**src/pkg/llpm_pkg.sv**
```systemverilog
// constants, register map and field layout of the line link process word mapper
package llpm_pkg;
  localparam int NODE_W = 7;
  localparam int WORD_W = 16;
  localparam int SLOTS = 16;
  localparam int SLOT_W = 4;
  localparam int MAP_W = 5;
  localparam int MAX_NODES = 64;
  localparam int ADDR_W = 12;
  localparam int MISS_W = 3;
  // --------------------------------------------------------------------
  // timing
  // --------------------------------------------------------------------
  localparam int CLK_HZ = 10000000;
  localparam int BUS_CYCLE_US = 1000;
  localparam int BUS_CYCLE_CLKS = (CLK_HZ / 1000000) * BUS_CYCLE_US;
  localparam int MISS_LIMIT = 3;
  // --------------------------------------------------------------------
  // codes
  // --------------------------------------------------------------------
  localparam logic [7:0] FW_LINK = 8'h03;
  localparam logic [7:0] FW_RESET = 8'h01;
  localparam logic [1:0] EVAL_OFF = 2'h2;
  localparam int CTRL_BIT = 10;
  localparam logic [NODE_W-1:0] SYNC_MASTER_NODE = 7'h01;
  // --------------------------------------------------------------------
  // register map: group in paddr[11:6], entry in paddr[5:2]
  // --------------------------------------------------------------------
  localparam logic [5:0] GRP_MISC = 6'h00;
  localparam logic [5:0] GRP_SEND_MAP = 6'h01;
  localparam logic [5:0] GRP_SEND_SRC = 6'h02;
  localparam logic [5:0] GRP_RX_SEL = 6'h03;
  localparam logic [5:0] GRP_RX_WORD = 6'h04;
  localparam logic [5:0] GRP_RX_DWORD = 6'h05;
  localparam logic [3:0] IDX_CONFIG = 4'h0;
  localparam logic [3:0] IDX_STATUS = 4'h1;
  localparam logic [3:0] IDX_FAULT_CLR = 4'h2;
  localparam logic [3:0] IDX_PARTICIPANTS = 4'h3;
  // config fields
  localparam int CFG_NODE_LSB = 0;
  localparam int CFG_FW_LSB = 8;
  localparam int CFG_UCM_BIT = 16;
  localparam int CFG_EVAL_LSB = 18;
  // status fields
  localparam int ST_NODE_LSB = 0;
  localparam int ST_MASTER_BIT = 7;
  localparam int ST_LINK_BIT = 8;
  localparam int ST_CTRL_BIT = 9;
  localparam int ST_ALARM_BIT = 10;
  localparam int ST_TIMEOUT_BIT = 11;
  localparam int ST_ALNODE_LSB = 16;
  // receive select fields
  localparam int RXS_NODE_LSB = 0;
  localparam int RXS_IDX_LSB = 8;
  // reset values
  localparam logic [NODE_W-1:0] NODE_RESET = 7'h00;
  localparam logic [1:0] EVAL_RESET = 2'h0;
  localparam logic [NODE_W-1:0] PART_RESET = 7'h00;
endpackage

```
**src/hw/llpm_mapper.sv**
```systemverilog
// line link node manager and process word mapper with apb registers
//
// Register access over APB and the register addresses were left to the implementer.
`timescale 1ns/1ps
module llpm_mapper #(
  parameter int CYCLE_CLKS = llpm_pkg::BUS_CYCLE_CLKS
) (
  input wire logic core_clk,
  input wire logic rst_n,
  input wire logic psel,
  input wire logic penable,
  input wire logic pwrite,
  input wire logic [llpm_pkg::ADDR_W-1:0] paddr,
  input wire logic [31:0] pwdata,
  output logic [31:0] prdata,
  output logic pready,
  output logic pslverr,
  input wire logic [llpm_pkg::NODE_W-1:0] link_node_number_nv,
  input wire logic [7:0] comm_firmware_select_nv,
  output logic [llpm_pkg::NODE_W-1:0] link_node_number,
  output logic [7:0] comm_firmware_select,
  output logic [7:0] ip_last_octet,
  output logic sync_master,
  input wire logic sync_in,
  output logic sync_out,
  output logic tx_valid,
  output logic [llpm_pkg::SLOT_W-1:0] tx_index,
  output logic [llpm_pkg::WORD_W-1:0] tx_data,
  input wire logic rx_valid,
  input wire logic [llpm_pkg::NODE_W-1:0] rx_node,
  input wire logic [llpm_pkg::SLOT_W-1:0] rx_index,
  input wire logic [llpm_pkg::WORD_W-1:0] rx_data,
  output logic sender_missing_alarm,
  output logic alarm_report,
  output logic [llpm_pkg::NODE_W-1:0] alarm_node,
  output logic process_data_timeout_fault
);
  import llpm_pkg::*;

  // --------------------------------------------------------------------
  // state
  // --------------------------------------------------------------------
  logic boot_done_reg;
  logic [NODE_W-1:0] act_node_reg;
  logic [7:0] act_fw_reg;
  logic link_en;
  logic ucm_reg;
  logic [1:0] eval_reg;
  logic [NODE_W-1:0] part_reg;
  logic [MAP_W-1:0] send_map_reg [SLOTS];
  logic [NODE_W-1:0] rx_src_reg [SLOTS];
  logic [MAP_W-1:0] rx_idx_reg [SLOTS];
  logic [WORD_W-1:0] rx_word_reg [SLOTS];
  logic ctrl_fault_reg;
  logic [$clog2(CYCLE_CLKS)-1:0] cyc_cnt_reg;
  logic tick_reg;
  logic tx_run_reg;
  logic [SLOT_W-1:0] tx_slot_reg;
  logic s1_valid_reg;
  logic s1_zero_reg;
  logic [SLOT_W-1:0] s1_index_reg;
  logic [WORD_W-1:0] mem_rdata;
  logic [MAP_W-1:0] cur_map;
  logic [MAX_NODES-1:0] heard_reg;
  logic [MAX_NODES-1:0] seen_reg;
  logic [MAX_NODES-1:0] missing_reg;
  logic [MAX_NODES-1:0] lost_now;
  logic [5:0] scan_ptr_reg;
  logic report_due_reg;
  logic apb_acc;
  logic apb_wr;
  logic [5:0] grp;
  logic [3:0] idx;
  logic [31:0] rd_mux;
  logic bad_addr;

  assign apb_acc = psel && penable && !pready;
  assign apb_wr = psel && penable && pready && pwrite && !pslverr;
  assign grp = paddr[11:6];
  assign idx = paddr[5:2];
  // link only with link firmware and a non-zero node number
  assign link_en = boot_done_reg && act_fw_reg == FW_LINK && act_node_reg != NODE_RESET;

  // --------------------------------------------------------------------
  // boot capture of non-volatile settings
  // --------------------------------------------------------------------
  always_ff @(posedge core_clk) begin
    if (!rst_n) begin
      boot_done_reg <= 1'b0;
      act_node_reg <= NODE_RESET;
      act_fw_reg <= FW_RESET;
    end else if (!boot_done_reg) begin
      boot_done_reg <= 1'b1;
      act_node_reg <= link_node_number_nv;
      act_fw_reg <= comm_firmware_select_nv;
    end
  end

  always_ff @(posedge core_clk) begin
    if (!rst_n) begin
      sync_master <= 1'b0;
      ip_last_octet <= 8'h00;
    end else begin
      sync_master <= link_en && act_node_reg == SYNC_MASTER_NODE;
      ip_last_octet <= {1'b0, act_node_reg};
    end
  end

  // --------------------------------------------------------------------
  // configuration registers
  // --------------------------------------------------------------------
  always_ff @(posedge core_clk) begin
    if (!rst_n) begin
      ucm_reg <= 1'b0;
      eval_reg <= EVAL_RESET;
      part_reg <= PART_RESET;
      link_node_number <= NODE_RESET;
      comm_firmware_select <= FW_RESET;
    end else if (apb_wr && grp == GRP_MISC) begin
      if (idx == IDX_CONFIG) begin
        ucm_reg <= pwdata[CFG_UCM_BIT];
        eval_reg <= pwdata[CFG_EVAL_LSB +: 2];
        // pending values only; they reach the link after the next power cycle
        if (ucm_reg) begin
          link_node_number <= pwdata[CFG_NODE_LSB +: NODE_W];
          comm_firmware_select <= pwdata[CFG_FW_LSB +: 8];
        end
      end
      if (idx == IDX_PARTICIPANTS) begin
        part_reg <= pwdata[NODE_W-1:0];
      end
    end
  end

  genvar g;
  generate
    for (g = 0; g < SLOTS; g++) begin : g_slot
      logic hit;
      // live routing, no restart needed
      assign hit = rx_valid && link_en && rx_idx_reg[g] != '0 && rx_node == rx_src_reg[g]
        && rx_node != act_node_reg && {1'b0, rx_index} == rx_idx_reg[g] - 5'h01;
      always_ff @(posedge core_clk) begin
        if (!rst_n) begin
          send_map_reg[g] <= '0;
          rx_src_reg[g] <= '0;
          rx_idx_reg[g] <= '0;
        end else if (apb_wr && idx == 4'(g)) begin
          if (grp == GRP_SEND_MAP) begin
            send_map_reg[g] <= pwdata[MAP_W-1:0];
          end
          if (grp == GRP_RX_SEL) begin
            rx_src_reg[g] <= pwdata[RXS_NODE_LSB +: NODE_W];
            rx_idx_reg[g] <= pwdata[RXS_IDX_LSB +: MAP_W];
          end
        end
      end
      always_ff @(posedge core_clk) begin
        if (!rst_n) begin
          rx_word_reg[g] <= '0;
        end else if (hit) begin
          rx_word_reg[g] <= rx_data;
        end
      end
    end
  endgenerate

  // control word check on receive slot 0
  always_ff @(posedge core_clk) begin
    if (!rst_n) begin
      ctrl_fault_reg <= 1'b0;
    end else begin
      ctrl_fault_reg <= link_en && eval_reg != EVAL_OFF && rx_idx_reg[0] != '0
        && !rx_word_reg[0][CTRL_BIT];
    end
  end

  // --------------------------------------------------------------------
  // bus cycle timing
  // --------------------------------------------------------------------
  always_ff @(posedge core_clk) begin
    if (!rst_n) begin
      cyc_cnt_reg <= '0;
      tick_reg <= 1'b0;
      sync_out <= 1'b0;
    end else begin
      tick_reg <= 1'b0;
      sync_out <= 1'b0;
      if (!link_en) begin
        cyc_cnt_reg <= '0;
      end else if (act_node_reg == SYNC_MASTER_NODE) begin
        if (cyc_cnt_reg == $bits(cyc_cnt_reg)'(CYCLE_CLKS - 1)) begin
          cyc_cnt_reg <= '0;
          tick_reg <= 1'b1;
          sync_out <= 1'b1;
        end else begin
          cyc_cnt_reg <= cyc_cnt_reg + 1'b1;
        end
      end else begin
        tick_reg <= sync_in;
      end
    end
  end

  // --------------------------------------------------------------------
  // send telegram
  // --------------------------------------------------------------------
  assign cur_map = send_map_reg[tx_slot_reg];

  llpm_word_mem #(
    .WIDTH(WORD_W),
    .DEPTH(SLOTS),
    .AW(SLOT_W)
  ) u_send_src (
    .clk(core_clk),
    .wr_en(apb_wr && grp == GRP_SEND_SRC),
    .wr_addr(idx),
    .wr_data(pwdata[WORD_W-1:0]),
    .rd_addr(cur_map[SLOT_W-1:0] - 4'h1),
    .rd_data(mem_rdata)
  );

  // a tick during a running telegram restarts it; the cycle is far longer
  always_ff @(posedge core_clk) begin
    if (!rst_n) begin
      tx_run_reg <= 1'b0;
      tx_slot_reg <= '0;
      s1_valid_reg <= 1'b0;
      s1_zero_reg <= 1'b0;
      s1_index_reg <= '0;
    end else begin
      s1_valid_reg <= tx_run_reg;
      s1_index_reg <= tx_slot_reg;
      s1_zero_reg <= cur_map == '0 || cur_map > 5'(SLOTS);
      if (tick_reg && link_en) begin
        tx_run_reg <= 1'b1;
        tx_slot_reg <= '0;
      end else if (tx_run_reg) begin
        tx_slot_reg <= tx_slot_reg + 1'b1;
        if (tx_slot_reg == 4'(SLOTS - 1)) begin
          tx_run_reg <= 1'b0;
        end
      end
    end
  end

  always_ff @(posedge core_clk) begin
    if (!rst_n) begin
      tx_valid <= 1'b0;
      tx_index <= '0;
      tx_data <= '0;
    end else begin
      tx_valid <= s1_valid_reg && link_en;
      tx_index <= s1_index_reg;
      tx_data <= s1_zero_reg ? '0 : mem_rdata;
    end
  end

  // --------------------------------------------------------------------
  // sender supervision per node
  // --------------------------------------------------------------------
  generate
    for (g = 0; g < MAX_NODES; g++) begin : g_node
      logic [MISS_W-1:0] miss_reg;
      logic active;
      assign active = link_en && 7'(g + 1) <= part_reg && 7'(g + 1) != act_node_reg;
      assign lost_now[g] = active && tick_reg && !heard_reg[g] && seen_reg[g]
        && miss_reg == 3'(MISS_LIMIT - 1);
      always_ff @(posedge core_clk) begin
        if (!rst_n) begin
          heard_reg[g] <= 1'b0;
          seen_reg[g] <= 1'b0;
          missing_reg[g] <= 1'b0;
          miss_reg <= '0;
        end else if (!active) begin
          heard_reg[g] <= 1'b0;
          seen_reg[g] <= 1'b0;
          missing_reg[g] <= 1'b0;
          miss_reg <= '0;
        end else begin
          // a word in the tick cycle counts for the next cycle
          heard_reg[g] <= (rx_valid && rx_node == 7'(g + 1)) || (heard_reg[g] && !tick_reg);
          if (tick_reg) begin
            if (heard_reg[g]) begin
              miss_reg <= '0;
              seen_reg[g] <= 1'b1;
              missing_reg[g] <= 1'b0;
            end else if (miss_reg == 3'(MISS_LIMIT - 1)) begin
              missing_reg[g] <= 1'b1;
            end else begin
              miss_reg <= miss_reg + 1'b1;
            end
          end
        end
      end
    end
  endgenerate

  // one report per bus cycle, rotating over missing nodes
  always_ff @(posedge core_clk) begin
    if (!rst_n) begin
      scan_ptr_reg <= '0;
      report_due_reg <= 1'b0;
      alarm_report <= 1'b0;
      alarm_node <= NODE_RESET;
      sender_missing_alarm <= 1'b0;
    end else begin
      scan_ptr_reg <= scan_ptr_reg + 1'b1;
      alarm_report <= 1'b0;
      sender_missing_alarm <= |missing_reg;
      if (tick_reg) begin
        report_due_reg <= 1'b1;
      end else if (report_due_reg && missing_reg[scan_ptr_reg]) begin
        report_due_reg <= 1'b0;
        alarm_report <= 1'b1;
        alarm_node <= {1'b0, scan_ptr_reg} + 7'h01;
      end
      if (!(|missing_reg)) begin
        alarm_node <= NODE_RESET;
      end
    end
  end

  // sticky; a new loss in the clearing cycle wins
  always_ff @(posedge core_clk) begin
    if (!rst_n) begin
      process_data_timeout_fault <= 1'b0;
    end else if (|lost_now) begin
      process_data_timeout_fault <= 1'b1;
    end else if (apb_wr && grp == GRP_MISC && idx == IDX_FAULT_CLR && pwdata[0]) begin
      process_data_timeout_fault <= 1'b0;
    end
  end

  // --------------------------------------------------------------------
  // apb read and answer
  // --------------------------------------------------------------------
  always_comb begin
    rd_mux = '0;
    bad_addr = 1'b0;
    case (grp)
      GRP_MISC: begin
        case (idx)
          IDX_CONFIG: begin
            rd_mux[CFG_NODE_LSB +: NODE_W] = link_node_number;
            rd_mux[CFG_FW_LSB +: 8] = comm_firmware_select;
            rd_mux[CFG_UCM_BIT] = ucm_reg;
            rd_mux[CFG_EVAL_LSB +: 2] = eval_reg;
          end
          IDX_STATUS: begin
            rd_mux[ST_NODE_LSB +: NODE_W] = act_node_reg;
            rd_mux[ST_MASTER_BIT] = sync_master;
            rd_mux[ST_LINK_BIT] = link_en;
            rd_mux[ST_CTRL_BIT] = ctrl_fault_reg;
            rd_mux[ST_ALARM_BIT] = sender_missing_alarm;
            rd_mux[ST_TIMEOUT_BIT] = process_data_timeout_fault;
            rd_mux[ST_ALNODE_LSB +: NODE_W] = alarm_node;
          end
          IDX_FAULT_CLR: rd_mux = '0;
          IDX_PARTICIPANTS: rd_mux[NODE_W-1:0] = part_reg;
          default: bad_addr = 1'b1;
        endcase
      end
      GRP_SEND_MAP: rd_mux[MAP_W-1:0] = send_map_reg[idx];
      GRP_SEND_SRC: rd_mux = '0;
      GRP_RX_SEL: begin
        rd_mux[RXS_NODE_LSB +: NODE_W] = rx_src_reg[idx];
        rd_mux[RXS_IDX_LSB +: MAP_W] = rx_idx_reg[idx];
      end
      GRP_RX_WORD: rd_mux[WORD_W-1:0] = rx_word_reg[idx];
      GRP_RX_DWORD: begin
        if (idx == 4'(SLOTS - 1)) begin
          bad_addr = 1'b1;
        end else begin
          rd_mux = {rx_word_reg[idx], rx_word_reg[idx + 4'h1]};
        end
      end
      default: bad_addr = 1'b1;
    endcase
    if (paddr[1:0] != 2'h0) begin
      bad_addr = 1'b1;
    end
  end

  // fixed one wait state keeps read timing simple
  always_ff @(posedge core_clk) begin
    if (!rst_n) begin
      pready <= 1'b0;
      pslverr <= 1'b0;
      prdata <= '0;
    end else begin
      pready <= apb_acc;
      pslverr <= apb_acc && bad_addr;
      if (apb_acc && !pwrite) begin
        prdata <= rd_mux;
      end
    end
  end
endmodule // llpm_mapper

```
**src/hw/llpm_word_mem.sv**
```systemverilog
// small word memory with registered read data
`timescale 1ns/1ps
module llpm_word_mem #(
  parameter int WIDTH = 16,
  parameter int DEPTH = 16,
  parameter int AW = 4
) (
  input wire logic clk,
  input wire logic wr_en,
  input wire logic [AW-1:0] wr_addr,
  input wire logic [WIDTH-1:0] wr_data,
  input wire logic [AW-1:0] rd_addr,
  output logic [WIDTH-1:0] rd_data
);
  logic [WIDTH-1:0] mem_reg [DEPTH];

  always_ff @(posedge clk) begin
    if (wr_en) begin
      mem_reg[wr_addr] <= wr_data;
    end
  end

  // no reset: contents are defined by software before the link runs
  always_ff @(posedge clk) begin
    rd_data <= mem_reg[rd_addr];
  end
endmodule // llpm_word_mem

```
**config.mk**
```make
export PLATFORM = sky130hd
export DESIGN_NAME = llpm_mapper
export DESIGN_NICKNAME = d
export VERILOG_FILES = /design/src/pkg/llpm_pkg.sv /design/src/hw/llpm_mapper.sv /design/src/hw/llpm_word_mem.sv
export SDC_FILE = /design/constraint.sdc
export NUM_CORES = 2
export LEC_CHECK = 0
export BUFFER_PORTS_ARGS = -buffer_cell sky130_fd_sc_hd__buf_2
export CAP_MARGIN = 15
export CORE_UTILIZATION = 25
export DETAILED_ROUTE_END_ITERATION = 10
export PLACE_DENSITY = 0.47
export SLEW_MARGIN = 10
export SYNTH_ARGS = -nofsm -noshare
export SYNTH_HDL_FRONTEND = slang
export SYNTH_SLANG_ARGS = --single-unit
export TNS_END_PERCENT = 50
```
**constraint.sdc**
```tcl
create_clock -name core_clk -period 6.15 [get_ports core_clk]
set_clock_uncertainty 0.05 [all_clocks]
set_input_delay 0.615 -clock core_clk [delete_from_list [all_inputs] [get_ports core_clk]]
set_output_delay 0.615 -clock core_clk [all_outputs]
set_load 0.05 [all_outputs]
```
==> flow_summary.rst <==
.. list-table::
   :header-rows: 1

   * - Metric
     - Value
   * - Grt ovf
     - 0
   * - Cell type contributing the most total cell area after synthesis
     - edfxtp_1
   * - Post-synth top cells
     - nor2_1, edfxtp_1, dfxtp_1
   * - Grt peak-use layer
     - met2
   * - Initial antenna violation count
     - 18
   * - Total of flip-flops plus latches after synthesis
     - 1337
   * - Io pins
     - 183
   * - Setup_tns
     - 0 ns
   * - Pins over their slew limit
     - 0
   * - Vias per cell
     - 4.97
   * - Via count
     - 47300
   * - Sequential power share
     - 47.9%
   * - Proportion of layout cells with a drive suffix above 1
     - 15.1%
   * - Largest net degree at the start of global routing
     - 101
   * - FF/Latch Area
     - roughly 35000 sq um
   * - Core utilization of the finished layout
     - 29.1%
   * - CTS tree
     - yes
   * - Vias in the first global route
     - 46400
   * - Cell breakdown of the critical path
     - buf_4 -> mux4_1 -> mux4_2 -> inv_1 -> ha_1 -> xor2_4 -> buf_12 -> nand2_1 -> and3_1 -> o32ai_1 -> a221o_1
   * - Leakage dissipation
     - 26.3 nW
   * - Floorplan Core Area
     - 260000 sq um
   * - Startpoint-to-endpoint class of the critical path
     - reg -> reg
   * - Switching power share of the total
     - 24.5%
   * - Root buffer selected by CTS
     - clkbuf_16
   * - Cells taking the most area after synthesis
     - edfxtp_1, dfxtp_1, mux4_2
   * - Worst path arrival time
     - 5.07 ns
   * - Number of violations reported at the end of detailed-routing iteration 0
     - 4268
   * - Share of the cycle needed by the critical path after routing
     - 71.0%
   * - Starting utilization of the core area
     - around 25%
   * - Total Die Area
     - around 260000 sq um
   * - Router iterations before antenna repair
     - 6
   * - Post-synthesis cell count
     - 5868
   * - Tmin final
     - roughly 4.4 ns
   * - Least-Margin Pin Slew
     - 1.21 ns
   * - Largest stage delay on the critical path
     - 0.60 ns
   * - Setup violation total in the final timing report
     - 0
   * - Sequential fraction of the synthesis area
     - 53.0%
   * - Number of rows in the core area
     - 187
   * - Path class of the lowest-slack min-delay path
     - in -> reg
   * - Met3 layer usage reported by global route
     - 2.66%
   * - Latest clock arrival within the worst-skew pair
     - 0.84 ns
   * - Width of the die
     - roughly 510 um
   * - Async set-reset flop share out of synthesis
     - 0%
   * - Cell internal power dissipation
     - 0.0153 W
   * - Switch Pwr
     - between 0.004 and 0.005 W
   * - Total routing usage reported by global routing
     - 16.7%
   * - Multi-input logic area
     - between 20000 and 30000 sq um
   * - Crit. End Element
     - register
   * - Slew margin rel.
     - 17.9%
   * - HP Start
     - sync_in
   * - Number of buffers added on ports
     - 168
   * - Outcome
     - complete, no violations
   * - Clock transition at the registers of the reported paths
     - 0.06 ns
   * - Fraction of power consumed by combinational cells
     - between 7 and 8%
   * - TritonCTS sink count
     - 1337
   * - Most frequent cell after synthesis
     - nor2_1
   * - Unrepaired setup endpoints after global routing
     - false
   * - Count of yosys warnings during synthesis
     - 0
   * - CP max-delay cell
     - o32ai_1
   * - Required time at the endpoint of the critical path
     - 6.86 ns
   * - Number of CTS-inserted buffers
     - 152
   * - Clock Power Share
     - 44.9%
   * - Fill cell total of the finished layout
     - 26600
   * - Cell area after synthesis
     - ~65000 sq um
   * - Fraction of post-synthesis cell area in the top cell type by area
     - 36.0%
   * - Number of antenna-violating nets in the routed design
     - 0
   * - PostCTS Resize Cnt
     - 0
   * - GRT met1 Usage
     - 20.7%
   * - Hold violation count in the final report
     - 0
   * - Final WL
     - 224 mm
   * - Power density cells
     - 269 nW/um^2
   * - Max-cap check violation count
     - 0
   * - H-Tree Depth
     - 4
   * - Worst vdd rail ir drop
     - 186 uV
   * - Achievable clock frequency
     - between 0.2 and 0.25 GHz
   * - Post-synth EDFFs
     - 784
   * - Number of remaining DRC errors
     - 0
   * - Final weighted congestion in routability-driven placement
     - 0.889
   * - Synthesized Nets
     - 6113
   * - Crit path max fanout
     - 100
   * - HPWL after detailed placement
     - 152 mm
   * - Die Y
     - 513 um
   * - WL/cell
     - 23.6 um
   * - Area added between synthesis and finish
     - 15.7%
   * - Unique cell type count in the Yosys netlist
     - 74
   * - Flip-flop cell with the highest count after synthesis
     - edfxtp_1
   * - Total number of nets in the final design
     - 6244
   * - Clock buffer depth
     - 3
   * - Total power
     - ~0.020 W
   * - M2 GR Usage
     - between 20% and 30%
   * - Average size of a mapped cell
     - 11.1 sq um
   * - Global-route wire length before repair
     - 324 mm
   * - Kind of start point of the critical path
     - register
## power by group through the flow
stage          combinational, W  sequential [W]  clock, W
5_1_grt                 0.00154         0.00973   0.00967
2_1_floorplan          0.000848         0.00989         0
3_5_place_dp            0.00146         0.00991         0
3_3_place_gp            0.00145         0.00990         0
4_1_cts                 0.00147         0.00972   0.00933
6_report                0.00146         0.00972   0.00912
## layout make-up
class / instances / share of cell area, %
timing repair buffer: 329 / 2.88
clock buffer: 215 / 5.63
sequential: 1337 / 45.8
inverter: 115 / 0.579
clock inverter: 59 / 0.957
antenna: 5 / 0.0165
multi-input combinational: 4064 / 38.5
tap: 3402 / 5.63
## timing repair
item	in CTS	in global routing
setup endpoints to repair	0	0
setup buffers	0	0
endpoints found under the hold margin	18	0
hold buffers	20	0
## cell families after synthesis
group / Yosys count / share of synthesized area (%)
xor gates and xnor gates: 223 / 3.01
buffers and inverters: 467 / 2.87
muxes: 376 / 11.1
adders and majority gates: 152 / 2.91
and+or+nand+nor: 2334 / 17.3
DFF: 1337 / 53.0
other: 1 / 0.00574
AOI/OAI and AO/OA: 978 / 9.86
## path summary, 6_finish.rpt
| check | end | slack [ns] | depth (start not counted) |
|---|---|---|---|
| setup / recovery | u_send_src.rd_data[6] | 1.79 | 11 |
| hold / removal | tick_reg | 0.08 | 3 |
| hold reg to reg | scan_ptr_reg[0] | 0.36 | 1 |
| setup reg to reg | u_send_src.rd_data[6] | 1.79 | 11 |
## worst max-delay path, delay by kind of cell, from the launching register on
family	cells	cell delay, ns
AOI/OAI and AO/OA	2	0.80
xor gates and xnor gates	1	0.19
adders and majority gates	1	0.38
buffers and inverters	3	0.83
DFF	1	0.53
muxes	2	1.12
and+or+nand+nor	2	0.33
## per-stage QoR
stage,instance area [sq um],cells,setup WS (ns),hold WS [ns]
6_report,75600,9526,1.79,0.0751
4_1_cts,75600,9520,1.82,0.0453
3_3_place_gp,70400,9225,1.80,0.345
5_1_grt,75600,9524,1.61,0.0690
2_1_floorplan,65400,5868,1.74,0.356
3_5_place_dp,70400,9226,1.81,0.351
## routing by layer
layer	share of wire, %	up-vias
met5	0.022	-
met4	4.5	8
met3	5.3	375
met2	49	1305
met1	41	24000
li1	-	21600
## layout by cell type, fill, tap and decap left out, drive strengths merged, types with 45 or more instances in the layout
master  synthesis  final
nor2          813    813
xnor2         101    101
a32oi          78     78
nand2b         79     79
buf            92    309
nand2         466    466
edfxtp        784    784
dfxtp         553    553
a22oi         122    122
mux2i          81     81
o21ba          57     57
ha            152    152
clkbuf        260    215
a211oi         84     84
nor4           47     47
a21oi         304    304
and3          134    134
mux4          272    272
nor3           67     67
o21ai         183    183
and2          516    516
inv           114    122
nand4          45     45
nand3          83     83
xor2          122    122
Power figures use the tool's default switching activity.
